==> config.mk <==
export PLATFORM = sky130hd
export DESIGN_NAME = ext_bus_seq
export DESIGN_NICKNAME = d
export VERILOG_FILES = /design/src/verilog/ext_bus_pkg.sv /design/src/verilog/osc_half_tick.sv /design/src/verilog/ext_bus_seq.sv
export SDC_FILE = /design/constraint.sdc
export NUM_CORES = 1
export LEC_CHECK = 0
export BUFFER_PORTS_ARGS = -buffer_cell sky130_fd_sc_hd__clkbuf_2
export CORE_UTILIZATION = 57
export DETAILED_ROUTE_END_ITERATION = 10
export PLACE_DENSITY = 0.88
export SLEW_MARGIN = 20
export SYNTH_ARGS = -nofsm -noshare
export SYNTH_HDL_FRONTEND = slang
export SYNTH_SLANG_ARGS = --single-unit
==> constraint.sdc <==
create_clock -name clk_in -period 5.45 [get_ports clk_in]
set_clock_uncertainty 0.05 [all_clocks]
set_input_delay 0.545 -clock clk_in [delete_from_list [all_inputs] [get_ports clk_in]]
set_output_delay 0.545 -clock clk_in [all_outputs]
set_load 0.01 [all_outputs]
==> src/verilog/ext_bus_pkg.sv <==
// Constants, cycle kind and state types for the external memory bus sequencer.
// Assumes a single 100 MHz system clock; bus timing counts in half oscillator periods.
package ext_bus_pkg;

   // ----------------------------------------------------------------
   // Clock and oscillator timing
   // ----------------------------------------------------------------
   localparam int CLK_PERIOD_NS       = 10;
   localparam int OSC_PERIOD_NS       = 100;
   localparam int HALF_CYCLES         = OSC_PERIOD_NS / (2 * CLK_PERIOD_NS);
   localparam int ADDR_FLOAT_MAX_NS   = 10;
   localparam int ADDR_FLOAT_MAX_CYC  = (ADDR_FLOAT_MAX_NS / CLK_PERIOD_NS < 1) ? 1
                                        : ADDR_FLOAT_MAX_NS / CLK_PERIOD_NS;

   // ----------------------------------------------------------------
   // Bus phase marks, in half oscillator periods
   // ----------------------------------------------------------------
   localparam int HALF_W = 5;
   localparam logic [HALF_W-1:0] ALE_HALVES           = 5'h02;
   localparam logic [HALF_W-1:0] ALE_SHORT_HALVES     = 5'h01;
   localparam logic [HALF_W-1:0] FETCH_STROBE_HALVES  = 5'h03;
   localparam logic [HALF_W-1:0] COMPAT_STROBE_HALVES = 5'h06;
   localparam logic [HALF_W-1:0] FAST_STROBE_HALVES   = 5'h02;
   localparam logic [HALF_W-1:0] WAIT_STATE_HALVES    = 5'h02;
   localparam logic [HALF_W-1:0] COMPAT_STROBE_LEAD   = 5'h03;
   localparam logic [HALF_W-1:0] FAST_STROBE_LEAD     = 5'h02;
   localparam logic [HALF_W-1:0] COMPAT_DATA_HOLD     = 5'h02;
   localparam logic [HALF_W-1:0] FAST_DATA_HOLD       = 5'h01;
   localparam logic [HALF_W-1:0] COMPAT_ALE_GAP       = 5'h01;
   localparam logic [HALF_W-1:0] FAST_ALE_GAP         = 5'h02;
   localparam logic [HALF_W-1:0] ALE_TAIL_HALVES      = 5'h02;
   localparam logic [HALF_W-1:0] ADDR_HOLD_HALVES     = 5'h01;

   // ----------------------------------------------------------------
   // Widths, cycle kinds and states
   // ----------------------------------------------------------------
   localparam int ADDR_W = 16;
   localparam int DATA_W = 8;
   localparam int WAIT_W = 2;

   typedef enum logic [1:0] {
      KIND_FETCH = 2'b00,
      KIND_READ  = 2'b01,
      KIND_WRITE = 2'b10
   } bus_kind_t;

   typedef enum logic [1:0] {
      ST_IDLE = 2'b00,
      ST_RUN  = 2'b01
   } bus_state_t;

endpackage : ext_bus_pkg

==> src/verilog/osc_half_tick.sv <==
// Half oscillator period tick generator for the bus sequencer.
// Assumes clk_in is the system clock and HALF_CYCLES is at least one.
`timescale 1ns/1ns
module osc_half_tick #(
   parameter int HALF_CYCLES = 5
) (
   // Clock and reset
   input  wire logic clk_in,
   input  wire logic reset_n_in,
   // Tick
   output logic      tick_out
);

   logic [15:0] count;

   // ----------------------------------------------------------------
   // Free running divider
   // ----------------------------------------------------------------
   always_ff @(posedge clk_in) begin
      if (!reset_n_in) begin
         count    <= 16'h0000;
         tick_out <= 1'b0;
      end else if (count == 16'(HALF_CYCLES - 1)) begin
         count    <= 16'h0000;
         tick_out <= 1'b1;
      end else begin
         count    <= count + 16'h0001;
         tick_out <= 1'b0;
      end
   end

endmodule : osc_half_tick

==> src/verilog/ext_bus_seq.sv <==
// External multiplexed program/data memory bus sequencer.
// Assumes one clock; the requester holds its request until ready drops.
`timescale 1ns/1ns
module ext_bus_seq
   import ext_bus_pkg::*;
#(
   parameter int HALF_PERIOD_CYCLES = HALF_CYCLES
) (
   // Clock and reset
   input  wire logic              clk_in,
   input  wire logic              reset_n_in,
   // Mode control
   input  wire logic              fast_mode_in,
   input  wire logic              external_exec_in,
   input  wire logic              latch_strobe_suppress_in,
   input  wire logic [WAIT_W-1:0] wait_states_in,
   // Request
   input  wire logic              req_valid_in,
   input  wire logic [1:0]        req_kind_in,
   input  wire logic [ADDR_W-1:0] req_addr_in,
   input  wire logic [DATA_W-1:0] req_wdata_in,
   output logic                   req_ready_out,
   // Answer
   output logic                   resp_valid_out,
   output logic [DATA_W-1:0]      resp_data_out,
   // Bus pins
   output logic                   ale_out,
   output logic                   program_fetch_strobe_n_out,
   output logic                   read_strobe_n_out,
   output logic                   write_strobe_n_out,
   output logic [7:0]             addr_high_out,
   output logic [7:0]             port0_out,
   output logic                   port0_oe_out,
   input  wire logic [7:0]        port0_in
);

   // ----------------------------------------------------------------
   // Declarations
   // ----------------------------------------------------------------
   logic              tick;
   bus_state_t        state;
   bus_kind_t         kind;
   logic [HALF_W-1:0] half_count;
   logic [HALF_W-1:0] next_half;
   logic [7:0]        addr_low;
   logic [DATA_W-1:0] wdata;
   logic              use_fast;
   logic              short_ale;
   logic [WAIT_W-1:0] waits;
   logic [7:0]        port0_meta;
   logic [7:0]        port0_sync;
   logic              accept;
   logic              last_half;
   logic              run_tick;

   // Phase marks of the running cycle
   logic [HALF_W-1:0] m_ale_fall;
   logic [HALF_W-1:0] m_addr_off;
   logic [HALF_W-1:0] m_strobe_fall;
   logic [HALF_W-1:0] m_strobe_rise;
   logic [HALF_W-1:0] m_data_off;
   logic [HALF_W-1:0] m_ale_rise;
   logic [HALF_W-1:0] m_end;

   // ----------------------------------------------------------------
   // Phase window decode
   // ----------------------------------------------------------------
   // Shared by the latch strobe and all three bus strobes
   function automatic logic in_span(input logic [HALF_W-1:0] h,
                                    input logic [HALF_W-1:0] from,
                                    input logic [HALF_W-1:0] upto);
      return (h >= from) && (h < upto);
   endfunction : in_span

   // ----------------------------------------------------------------
   // Half period time base
   // ----------------------------------------------------------------
   osc_half_tick #(
      .HALF_CYCLES (HALF_PERIOD_CYCLES)
   ) u_tick (
      .clk_in     (clk_in),
      .reset_n_in (reset_n_in),
      .tick_out   (tick)
   );

   // ----------------------------------------------------------------
   // Pin input synchroniser
   // ----------------------------------------------------------------
   always_ff @(posedge clk_in) begin
      if (!reset_n_in) begin
         port0_meta <= 8'h00;
         port0_sync <= 8'h00;
      end else begin
         port0_meta <= port0_in;
         port0_sync <= port0_meta;
      end
   end

   // ----------------------------------------------------------------
   // Phase marks
   // ----------------------------------------------------------------
   // Every mark is a half period index, so edges land on half boundaries
   // Wait states stretch data strobes only; the fetch strobe is fixed
   always_comb begin
      m_ale_fall    = short_ale ? ALE_SHORT_HALVES : ALE_HALVES;
      m_addr_off    = m_ale_fall + ADDR_HOLD_HALVES;
      m_strobe_fall = m_addr_off;
      m_strobe_rise = m_addr_off + FETCH_STROBE_HALVES;
      m_data_off    = m_addr_off;
      m_ale_rise    = 5'h1f;
      m_end         = m_strobe_rise;
      if (kind != KIND_FETCH) begin
         if (use_fast) begin
            m_strobe_fall = m_ale_fall + FAST_STROBE_LEAD;
            m_strobe_rise = m_strobe_fall + FAST_STROBE_HALVES
                            + 5'(waits) * WAIT_STATE_HALVES;
            m_data_off    = m_strobe_rise + FAST_DATA_HOLD;
            m_ale_rise    = m_strobe_rise + FAST_ALE_GAP;
         end else begin
            m_strobe_fall = m_ale_fall + COMPAT_STROBE_LEAD;
            m_strobe_rise = m_strobe_fall + COMPAT_STROBE_HALVES
                            + 5'(waits) * WAIT_STATE_HALVES;
            m_data_off    = m_strobe_rise + COMPAT_DATA_HOLD;
            m_ale_rise    = m_strobe_rise + COMPAT_ALE_GAP;
         end
         m_end = m_ale_rise + ALE_TAIL_HALVES - 5'h01;
      end
   end

   assign next_half = half_count + 5'h01;
   assign run_tick  = tick && (state == ST_RUN);
   assign accept    = tick && (state == ST_IDLE) && req_valid_in;
   assign last_half = run_tick && (half_count == m_end);

   // ----------------------------------------------------------------
   // Cycle control
   // ----------------------------------------------------------------
   always_ff @(posedge clk_in) begin
      if (!reset_n_in) begin
         state      <= ST_IDLE;
         half_count <= 5'h00;
      end else if (accept) begin
         state      <= ST_RUN;
         half_count <= 5'h00;
      end else if (last_half) begin
         state <= ST_IDLE;
      end else if (run_tick) begin
         half_count <= next_half;
      end
   end

   // ----------------------------------------------------------------
   // Request capture
   // ----------------------------------------------------------------
   // Modes are frozen at the take, so a later change cannot bend a running cycle
   always_ff @(posedge clk_in) begin
      if (!reset_n_in) begin
         kind       <= KIND_FETCH;
         use_fast   <= 1'b0;
         short_ale  <= 1'b0;
         waits      <= 2'h0;
         addr_low   <= 8'h00;
         wdata      <= 8'h00;
      end else if (accept) begin
         kind       <= bus_kind_t'(req_kind_in);
         // Data moves during external execution fall back to compat timing
         use_fast   <= fast_mode_in && !(external_exec_in && req_kind_in != KIND_FETCH);
         short_ale  <= fast_mode_in && external_exec_in && !latch_strobe_suppress_in
                       && req_kind_in == KIND_FETCH;
         waits      <= wait_states_in;
         addr_low   <= req_addr_in[7:0];
         wdata      <= req_wdata_in;
      end
   end

   // ----------------------------------------------------------------
   // Requester handshake
   // ----------------------------------------------------------------
   // Ready drops the clock after the take, so the requester sees its request taken
   always_ff @(posedge clk_in) begin
      if (!reset_n_in) begin
         req_ready_out <= 1'b0;
      end else begin
         req_ready_out <= (state == ST_IDLE) ? !accept : last_half;
      end
   end

   // ----------------------------------------------------------------
   // Latch strobe
   // ----------------------------------------------------------------
   always_ff @(posedge clk_in) begin
      if (!reset_n_in) begin
         ale_out <= 1'b0;
      end else if (accept) begin
         ale_out <= 1'b1;
      end else if (last_half) begin
         ale_out <= 1'b0;
      end else if (run_tick) begin
         ale_out <= !in_span(next_half, m_ale_fall, m_ale_rise);
      end
   end

   // ----------------------------------------------------------------
   // High address
   // ----------------------------------------------------------------
   // Held until the next take, which covers the hold after the strobe rise
   always_ff @(posedge clk_in) begin
      if (!reset_n_in) begin
         addr_high_out <= 8'h00;
      end else if (accept) begin
         addr_high_out <= req_addr_in[15:8];
      end
   end

   // ----------------------------------------------------------------
   // Multiplexed port drive
   // ----------------------------------------------------------------
   // Write data follows the address without a floating gap; reads float early
   always_ff @(posedge clk_in) begin
      if (!reset_n_in) begin
         port0_out    <= 8'h00;
         port0_oe_out <= 1'b0;
      end else if (accept) begin
         port0_out    <= req_addr_in[7:0];
         port0_oe_out <= 1'b1;
      end else if (last_half) begin
         port0_oe_out <= 1'b0;
      end else if (tick && state == ST_RUN) begin
         if (next_half < m_addr_off) begin
            port0_out    <= addr_low;
            port0_oe_out <= 1'b1;
         end else if (kind == KIND_WRITE && next_half < m_data_off) begin
            port0_out    <= wdata;
            port0_oe_out <= 1'b1;
         end else begin
            port0_oe_out <= 1'b0;
         end
      end
   end

   // ----------------------------------------------------------------
   // Strobes
   // ----------------------------------------------------------------
   always_ff @(posedge clk_in) begin
      if (!reset_n_in) begin
         program_fetch_strobe_n_out <= 1'b1;
         read_strobe_n_out          <= 1'b1;
         write_strobe_n_out         <= 1'b1;
      end else if (run_tick && !last_half) begin
         program_fetch_strobe_n_out <= !(kind == KIND_FETCH
                                         && in_span(next_half, m_strobe_fall, m_strobe_rise));
         read_strobe_n_out          <= !(kind == KIND_READ
                                         && in_span(next_half, m_strobe_fall, m_strobe_rise));
         write_strobe_n_out         <= !(kind == KIND_WRITE
                                         && in_span(next_half, m_strobe_fall, m_strobe_rise));
      end else if (last_half) begin
         program_fetch_strobe_n_out <= 1'b1;
         read_strobe_n_out          <= 1'b1;
         write_strobe_n_out         <= 1'b1;
      end
   end

   // ----------------------------------------------------------------
   // Capture at strobe rise
   // ----------------------------------------------------------------
   // Synchroniser delay means the sample is two clocks older than the edge
   always_ff @(posedge clk_in) begin
      if (!reset_n_in) begin
         resp_valid_out <= 1'b0;
         resp_data_out  <= 8'h00;
      end else if (tick && state == ST_RUN && kind != KIND_WRITE
                   && next_half == m_strobe_rise) begin
         resp_valid_out <= 1'b1;
         resp_data_out  <= port0_sync;
      end else begin
         resp_valid_out <= 1'b0;
      end
   end

endmodule : ext_bus_seq

==> results_dict.tcl, run 1 <==
set metrics [dict create \
    status "complete, no violations" \
    timing.critical_path.from_type "flip-flop" \
    groute.usage.overall_pct 24.7 \
    routed_wirelength_um 10400 \
    min_delay_worst_endpoint "port0_meta[5]$_SDFF_PN0_" \
    cts-hold-fix-buffers 0 \
    gpl.final_weighted_congestion 0.907 \
    ctsLongestPathBuffers 2 \
    vertical_extent_of_the_die_um 93.9 \
    final.hold.worst_slack_ns 0.321 \
    route.detailed.vias_per_inst 5.52 \
    cp.arrival_ns 4.46 \
    postSynthRegisterBits 92 \
    postCtsSetupBuffers 0 \
    first_global_vias 3806 \
    worstPathCellList "inv_1, ha_1, fa_1, xnor2_1, a21boi_0, nand4bb_1, or3_1, a32oi_2, a32o_1, mux2i_1" \
    critical_path.max_stage_delay_ns 0.72 \
    placementRows 33 \
    die_width_um 93.9 \
    wl_per_cell_um 14.4 \
    cp_num_buf_inv 1 \
    final_min_period_over_clock_period_pct 77.5 \
    antenna_left 0 \
    syn_area_per_cell_um2 8.63 \
    cts_tree "done" \
    worst_skew_pair.late_latency_ns 0.37 \
    synth_cells 558 \
    synth_ff_type "sky130_fd_sc_hd__dfxtp_1" \
    final_layout_size_suffix_gt1_share_pct 17.7 \
    timing.hold.worst.class "in -> reg" \
    synth_cell_types 57 \
    synthesis.yosys.warnings 0 \
    finalNetCount 690 \
    clk_pin_slew_ns 0.11 \
    timing.max_cap.violations 0 \
    via_count 3987 \
    place.detailed.hpwl_um 7580 \
    h-tree-depth 3 \
    worstReg2RegEnd "port0_out[6]$_SDFFE_PN0P_" \
    core_ar_um2 8180 \
    synth_top_area_share_pct 38.2 \
    cts-resized-gates 0 \
    numClockSinks 92 \
    drc 0 \
    numCtsBuffers 9 \
    cp-end-kind "flip-flop" \
    grt_antenna_before_repair 0 \
    worstMarginPinSlew_ns 0.865 \
    r2r_slack_ns 1.23 \
    timing.rr.start "short_ale$_SDFFE_PN0P_" \
    synthTopCellsByArea "sky130_fd_sc_hd__dfxtp_1 38%, sky130_fd_sc_hd__ha_1 8.8%, sky130_fd_sc_hd__nand2_1 7.7%, sky130_fd_sc_hd__mux2i_1 6.4%, sky130_fd_sc_hd__a21oi_1 5.2%" \
    period_minus_slack_ns 4.22 \
    synth_edf_count 0 \
    timing_worst_setup_path_type "reg -> reg" \
    cts_root_buffer "sky130_fd_sc_hd__clkbuf_8" \
    fp.dieArea_um2 8820 \
    post_synth_instance_area_um2 4820 \
    reg2reg_depth 10 \
    first_pass_grt_wire_length_um 16900 \
    crit_fanout 15 \
    grt_start_max_net_pins 49 \
    slew_viol_final 0 \
    starting_drt_drc_count 206 \
    grt_overflow 0 \
    antenna-diode-count 0 \
    synth.yosys.seq_area_share_pct 38.2 \
    max_clock_freq_ghz 0.237 \
    rsz0062_at_grt "no" \
    slew_headroom_pct 42.0 \
    setup-violations-final 0 \
    hold-path-cell-count 2 \
    final-hold-violation-count 0 \
    async_reset_ff_share_pct 0 \
    n_fill_cell 682 \
    placement.io_buffers 72 \
    critical_path_required_ns 5.69 \
    vdd_ir_drop_max_mv 0.172 \
    area_delta_synth_final_pct 11.5 \
    detailedRoute.firstPassIterationCount 4 \
    setup-tns-final_ns 0 \
    power.density_nw_per_um2 225 \
    leakage_uw 0.00229 \
    netlist.top_cell.by_area "sky130_fd_sc_hd__dfxtp_1" \
    critPathTopFamily "compound AO/OA/AOI/OAI gates" \
    start_util_pct 58.9 \
    cp_slowest_cell "sky130_fd_sc_hd__dfxtp_1" \
    num_io_pins 73 \
    syn_nets 636 \
    hold_path_start "port0_in[5]" \
]
## metrics by stage
| stage | cells | total power (uW) | utilization (%) | setup slack (ns) | cell area, um^2 |
|---|---|---|---|---|---|
| detailed placement | 706 | 767 | 63.2 | 1.31 | 5170 |
| CTS | 722 | 1210 | 65.7 | 1.27 | 5370 |
| floorplan | 558 | 741 | - | 2.05 | 4820 |
| finish | 722 | 1210 | 65.7 | 1.23 | 5370 |
| global route | 722 | 1250 | 65.7 | 0.853 | 5370 |
| global placement | 706 | 765 | 63.1 | 1.51 | 5160 |
## sequential cells by signal, summed over array words and instances (netlist names), 2 cells and up
signal / count
u_tick.count: 16
addr_high_out: 8
addr_low: 8
port0_meta: 8
port0_out: 8
port0_sync: 8
resp_data_out: 8
wdata: 8
half_count: 5
kind: 2
waits: 2
## kinds of logic after synthesis
family          count (synthesis)  synth area share (%)
mux                            32                  6.75
flops                          92                  38.2
xor+xnor                       29                  5.27
simple gates                  229                  22.7
fa+ha+maj                      36                  9.66
buf+inv                        44                  4.42
compound gates                 96                  13.0
## where the power goes
group / internal (uW) / total [uW] / leakage [uW] / switching [uW]
sequential: 683 / 689 / 0.000746 / 6.31
clock: 181 / 453 / 0.0000979 / 273
combinational: 27.9 / 63.8 / 0.00145 / 35.9
## worst max path at each step
stage                                       from                   endpoint  slack, ns  depth (start not counted)
after floorplan           short_ale$_SDFFE_PN0P_  port0_out[0]$_SDFFE_PN0P_       2.05                         13
after global placement    short_ale$_SDFFE_PN0P_  port0_out[1]$_SDFFE_PN0P_       1.51                         10
after detailed placement  short_ale$_SDFFE_PN0P_  port0_out[1]$_SDFFE_PN0P_       1.31                         10
after CTS                 short_ale$_SDFFE_PN0P_  port0_out[6]$_SDFFE_PN0P_       1.27                         10
after global routing      short_ale$_SDFFE_PN0P_  port0_out[4]$_SDFFE_PN0P_       0.85                         10
final                     short_ale$_SDFFE_PN0P_  port0_out[6]$_SDFFE_PN0P_       1.23                         10
## area by class of cell
cell class / instances / area [um^2] / share of cell area (%)
multi-input combinational: 422 / 2770 / 51.6
sequential: 92 / 1840 / 34.3
inverter: 13 / 48.8 / 0.909
tap: 105 / 131 / 2.45
clock buffer: 9 / 124 / 2.31
timing repair buffer: 74 / 375 / 6.99
clock inverter: 7 / 77.6 / 1.45
## Yosys cell counts (all sizes together), types with 5 or more instances
| cell | count |
|---|---|
| or3 | 10 |
| nand2 | 100 |
| dfxtp | 92 |
| nor2b | 5 |
| and3 | 6 |
| mux2i | 31 |
| inv | 13 |
| a211o | 9 |
| nand3 | 10 |
| o21ai | 12 |
| xor2 | 13 |
| a21oi | 52 |
| clkbuf | 25 |
| nor3 | 6 |
| and2 | 19 |
| ha | 34 |
| buf | 6 |
| xnor2 | 16 |
| nor2 | 51 |
## cells in the final DEF, fill, tap and decap left out, types with 5 or more instances in the layout
master                      n
sky130_fd_sc_hd__dfxtp_1   92
sky130_fd_sc_hd__o21ai_0   12
sky130_fd_sc_hd__ha_1      34
sky130_fd_sc_hd__nand3_1   10
sky130_fd_sc_hd__or3_1      9
sky130_fd_sc_hd__clkbuf_2  72
sky130_fd_sc_hd__and2_1    19
sky130_fd_sc_hd__nand2_1   99
sky130_fd_sc_hd__and3_1     5
sky130_fd_sc_hd__a21oi_1   50
sky130_fd_sc_hd__mux2i_1   31
sky130_fd_sc_hd__nor3_1     5
sky130_fd_sc_hd__clkbuf_8   9
sky130_fd_sc_hd__xor2_1    13
sky130_fd_sc_hd__xnor2_1   16
sky130_fd_sc_hd__nor2_1    50
sky130_fd_sc_hd__inv_1     12
sky130_fd_sc_hd__a211o_1    9
## routing by layer
layer | vias up | wire, um | track usage (%)
met4 | 0 | 202 | 9.49
met2 | 111 | 5230 | 43.1
met3 | 24 | 553 | 5.18
met5 | - | 0 | 0
met1 | 1849 | 4410 | 29.7
li1 | 2003 | - | -
(Power assumes the default switching activity.)
==> run 2: changes to the inputs <==
--- a/config.mk
+++ b/config.mk
@@ -6,9 +6,9 @@
 export NUM_CORES = 1
 export LEC_CHECK = 0
 export BUFFER_PORTS_ARGS = -buffer_cell sky130_fd_sc_hd__clkbuf_2
-export CORE_UTILIZATION = 57
+export CORE_UTILIZATION = 52
 export DETAILED_ROUTE_END_ITERATION = 10
-export PLACE_DENSITY = 0.88
+export PLACE_DENSITY = 0.85
 export SLEW_MARGIN = 20
 export SYNTH_ARGS = -nofsm -noshare
 export SYNTH_HDL_FRONTEND = slang
==> constraint.sdc (replaced) <==
create_clock -name clk_in -period 3.6 [get_ports clk_in]
set_clock_uncertainty 0.05 [all_clocks]
set_input_delay 0.36 -clock clk_in [delete_from_list [all_inputs] [get_ports clk_in]]
set_output_delay 0.36 -clock clk_in [all_outputs]
set_load 0.01 [all_outputs]
==> results_dict.tcl, run 2 (synthesized netlist as in run 1, its figures left out) <==
set metrics [dict create \
    hold-path-cell-count 2 \
    worstMarginPinSlew_ns 0.848 \
    timing.hold.worst.class "in -> reg" \
    reg2reg_depth 12 \
    antenna-diode-count 0 \
    num_io_pins 73 \
    post-place-ws_ns 0.142 \
    area_delta_synth_final_pct 13.4 \
    numClockSinks 92 \
    clk_pin_slew_ns 0.10 \
    timing.max_cap.violations 0 \
    finalNetCount 701 \
    grt_antenna_before_repair 0 \
    numCtsBuffers 9 \
    routed_wirelength_um 10600 \
    power.density_nw_per_um2 334 \
    route.detailed.vias_per_inst 5.55 \
    final_cell_area_um2 5460 \
    leakage_uw 0.00235 \
    largest_register_by_flop_count "u_tick.count" \
    post-route-util_pct 61.7 \
    crit_fanout 8 \
    gpl.final_weighted_congestion 0.884 \
    largest_reg_flops 16 \
    start_util_pct 54.4 \
    placement.io_buffers 72 \
    placementRows 34 \
    finalWorstSetupSlack_ns 0.111 \
    place.detailed.hpwl_um 7750 \
    setup-violations-final 0 \
    wl_per_cell_um 14.5 \
    place_area_um2 5230 \
    timing.critical_path.from_type "flip-flop" \
    groute.usage.overall_pct 23.0 \
    cp.arrival_ns 3.71 \
    final_layout_size_suffix_gt1_share_pct 19.9 \
    die_width_um 98.2 \
    detailedRoute.firstPassIterationCount 8 \
    period_minus_slack_ns 3.49 \
    grt_overflow 0 \
    setup-tns-final_ns 0 \
    critical_path_required_ns 3.82 \
    layout_commonest_cell "sky130_fd_sc_hd__nand2_1" \
    layout.cells.most_common_list "99 x sky130_fd_sc_hd__nand2_1, 91 x sky130_fd_sc_hd__dfxtp_1, 72 x sky130_fd_sc_hd__clkbuf_2" \
    slew_viol_final 0 \
    violations "DRC" \
    timing_worst_setup_path_type "reg -> reg" \
    first_global_vias 4021 \
    final-hold-violation-count 0 \
    h-tree-depth 3 \
    cp-end-kind "flip-flop" \
    cts_root_buffer "sky130_fd_sc_hd__clkbuf_8" \
    core_ar_um2 8850 \
    grt_start_max_net_pins 49 \
    cts_tree "done" \
    power.total_uw 1820 \
    fp.dieArea_um2 9650 \
    slew_headroom_pct 43.5 \
    antenna_left 0 \
    status "finished, violations left" \
    ctsLongestPathBuffers 2 \
    max_clock_freq_ghz 0.287 \
    starting_drt_drc_count 280 \
    via_count 4086 \
    worst_skew_pair.late_latency_ns 0.36 \
    vertical_extent_of_the_die_um 98.2 \
    drc 2 \
    vdd_ir_drop_max_mv 0.259 \
    final_min_period_over_clock_period_pct 96.9 \
    first_pass_grt_wire_length_um 18000 \
]
-- run 2: area by class of cell --
| cell class | instances | area (um^2) |
|---|---|---|
| Clock buffer | 9 | 124 |
| Inverter | 13 | 48.8 |
| Clock inverter | 7 | 75.1 |
| Tap cell | 108 | 135 |
| Multi-Input combinational cell | 422 | 2770 |
| Sequential cell | 92 | 1840 |
| Fill cell | 738 | 3390 |
| Timing Repair Buffer | 85 | 462 |
-- run 2: through the flow --
step                std cells  hold WS, ns
finish                    736        0.151
global route              736        0.143
CTS                       734        0.129
detailed placement        718        0.370
global placement          718        0.364
floorplan                 558        0.362
-- run 2: power breakdown --
group | internal, uW | switching (uW)
sequential | 1030 | 9.60
combinational | 43.7 | 55.3
clock | 275 | 404
total | 1350 | 469
-- run 2: path summary, 6_finish.rpt --
kind | start | to | slack (ns)
min | port0_in[4] | port0_meta[4]$_SDFF_PN0_ | 0.15
max reg2reg | short_ale$_SDFFE_PN0P_ | port0_out[7]$_SDFFE_PN0P_ | 0.11
min reg2reg | port0_meta[3]$_SDFF_PN0_ | port0_sync[3]$_SDFF_PN0_ | 0.39
max | short_ale$_SDFFE_PN0P_ | port0_out[7]$_SDFFE_PN0P_ | 0.11
-- run 2: worst max-delay path, cell delays in order (launching register included) --
cell and delay, ns:
sky130_fd_sc_hd__dfxtp_1 0.35, sky130_fd_sc_hd__inv_2 0.11, sky130_fd_sc_hd__ha_1 0.20, sky130_fd_sc_hd__inv_1 0.09, sky130_fd_sc_hd__fa_1 0.52, sky130_fd_sc_hd__or2b_1 0.24, sky130_fd_sc_hd__and4_2 0.25, sky130_fd_sc_hd__or4_4 0.42
sky130_fd_sc_hd__and3_4 0.19, sky130_fd_sc_hd__nor4_4 0.37, sky130_fd_sc_hd__a32o_2 0.25, sky130_fd_sc_hd__buf_6 0.15, sky130_fd_sc_hd__mux2i_1 0.22
-- run 2: repair_timing --
item                                    4_1_cts  5_1_grt
hold buffers                                  0        0
gates resized for setup                       0        6
setup buffers                                 0        2
endpoints found under the setup margin        0        8
-- run 2: layer usage --
metal	vias up	wire [um]	track usage, %
met5	-	0	0
met4	0	127	7.12
met3	15	633	5.37
met2	125	5280	41.3
met1	1922	4600	27.0
li1	2024	-	-
==> run 3: changes to the inputs <==
--- a/config.mk
+++ b/config.mk
@@ -8,6 +8,8 @@
 export BUFFER_PORTS_ARGS = -buffer_cell sky130_fd_sc_hd__clkbuf_2
 export CORE_UTILIZATION = 52
 export DETAILED_ROUTE_END_ITERATION = 10
+export GPL_ROUTABILITY_DRIVEN = 0
+export MAX_ROUTING_LAYER = met4
 export PLACE_DENSITY = 0.85
 export SLEW_MARGIN = 20
 export SYNTH_ARGS = -nofsm -noshare
==> results_dict.tcl, run 3 (synthesized netlist as in run 1, its figures left out) <==
set metrics [dict create \
    finalNetCount 701 \
    timing.hold.worst.class "in -> reg" \
    period_minus_slack_ns 3.49 \
    slew_headroom_pct 43.4 \
    final_min_period_over_clock_period_pct 96.9 \
    routed_wirelength_um 11000 \
    largest_reg_flops 16 \
    groute.usage.overall_pct 24.3 \
    rsz0062_at_grt "no" \
    h-tree-depth 3 \
    route.detailed.vias_per_inst 5.60 \
    area_delta_synth_final_pct 13.3 \
    drc 0 \
    final.hold.worst_slack_ns 0.132 \
    largest_register_by_flop_count "u_tick.count" \
    fp.dieArea_um2 9650 \
    max_clock_freq_ghz 0.287 \
    first_pass_grt_wire_length_um 18300 \
    core_ar_um2 8850 \
    footprint_of_the_multi_input_gates_um2 2770 \
    post-place-ws_ns 0.00361 \
    power.density_nw_per_um2 337 \
    vertical_extent_of_the_die_um 98.2 \
    place.detailed.hpwl_um 7740 \
    grt_antenna_before_repair 0 \
    status "complete, no violations" \
    timing.rr.start "waits[0]$_SDFFE_PN0P_" \
    starting_drt_drc_count 287 \
    worstMarginPinSlew_ns 0.850 \
    cts_tree "done" \
    layout_commonest_cell "sky130_fd_sc_hd__nand2_1" \
    numClockSinks 92 \
    timing.max_cap.violations 0 \
    cp.arrival_ns 3.73 \
    leakage_uw 0.00235 \
    wl_per_cell_um 14.9 \
    crit_fanout 8 \
    num_io_pins 73 \
    grt_start_max_net_pins 49 \
    timing_worst_setup_path_type "reg -> reg" \
    via_count 4121 \
    final-hold-violation-count 0 \
    timing.critical_path.from_type "flip-flop" \
    detailedRoute.firstPassIterationCount 6 \
    cts_root_buffer "sky130_fd_sc_hd__clkbuf_8" \
    setup-tns-final_ns 0 \
    numCtsBuffers 9 \
    antenna-diode-count 0 \
    placementRows 34 \
    clk_pin_slew_ns 0.11 \
    final_layout_size_suffix_gt1_share_pct 19.7 \
    critical_path_required_ns 3.84 \
    die_width_um 98.2 \
    first_global_vias 3971 \
    slew_viol_final 0 \
    finalWorstSetupSlack_ns 0.113 \
    ctsLongestPathBuffers 2 \
    start_util_pct 54.4 \
    cp-end-kind "flip-flop" \
    hold_path_start "port0_in[4]" \
    grt_overflow 0 \
    register_cell_area_after_layout_um2 1840 \
    worst_setup_path_startpoint "waits[0]$_SDFFE_PN0P_" \
    setup-violations-final 0 \
    antenna_left 0 \
    placement.io_buffers 72 \
    layout.cells.most_common_list "99 x sky130_fd_sc_hd__nand2_1, 92 x sky130_fd_sc_hd__dfxtp_1, 72 x sky130_fd_sc_hd__clkbuf_2" \
    worst_skew_pair.late_latency_ns 0.37 \
    n_fill_cell 760 \
    vdd_ir_drop_max_mv 0.225 \
]
==> run 3: area by class of cell <==
type                       count  area share (%)
clock buffer                   9            2.27
clock inverter                 7            1.38
multi-input combinational    422            50.8
tap                          108            2.48
sequential                    92            33.8
inverter                      13           0.894
timing repair buffer          85            8.46
==> run 3: worst max-delay path, stage by stage, from the launching register on <==
cell	delay [ns]
sky130_fd_sc_hd__dfxtp_1	0.39
sky130_fd_sc_hd__inv_2	0.08
sky130_fd_sc_hd__ha_1	0.19
sky130_fd_sc_hd__inv_1	0.08
sky130_fd_sc_hd__fa_1	0.53
sky130_fd_sc_hd__or2b_1	0.26
sky130_fd_sc_hd__and4_2	0.26
sky130_fd_sc_hd__or4_4	0.42
sky130_fd_sc_hd__and3_4	0.19
sky130_fd_sc_hd__nor4_4	0.32
sky130_fd_sc_hd__a32o_1	0.24
sky130_fd_sc_hd__buf_6	0.17
sky130_fd_sc_hd__mux2i_1	0.22
==> run 3: per-layer routing <==
metal  wire, um  GRT usage, %  up-vias
met5          0             -        -
met4        303          10.9        0
met3        581          5.08       30
met2       5280          39.4      126
met1       4810          29.2     1936
li1           -             -     2029
==> run 3: worst paths after layout <==
path                                             endpoint  slack (ns)  cells after the start
worst max-delay path            port0_out[5]$_SDFFE_PN0P_        0.11                     12
worst min-delay path             port0_meta[4]$_SDFF_PN0_        0.13                      2
worst max register to register  port0_out[5]$_SDFFE_PN0P_        0.11                     12
worst min register to register   port0_sync[7]$_SDFF_PN0_        0.39                      1
==> run 3: where the power goes <==
part           switching [uW]  leakage [uW]  internal (uW)  total [uW]
Combinational            55.6       0.00151           43.5        99.2
Clock                     421     0.0000968            273         694
Sequential               9.67      0.000746           1030        1040
==> run 3: stage by stage <==
step | std cells | util, % | power (uW) | instance area, um^2
3_5_place_dp | 718 | 59.1 | 1160 | 5230
3_3_place_gp | 718 | 59.1 | 1160 | 5230
5_1_grt | 736 | 61.7 | 1900 | 5460
2_1_floorplan | 558 | - | 1120 | 4820
6_report | 736 | 61.7 | 1840 | 5460
4_1_cts | 735 | 61.5 | 1840 | 5440
==> run 3: what timing repair did <==
item	4_1_cts	5_1_grt
pin swaps	1	0
setup endpoints to repair	8	19
gates resized for setup	3	5
hold buffers	0	0
buffers inserted	1	1
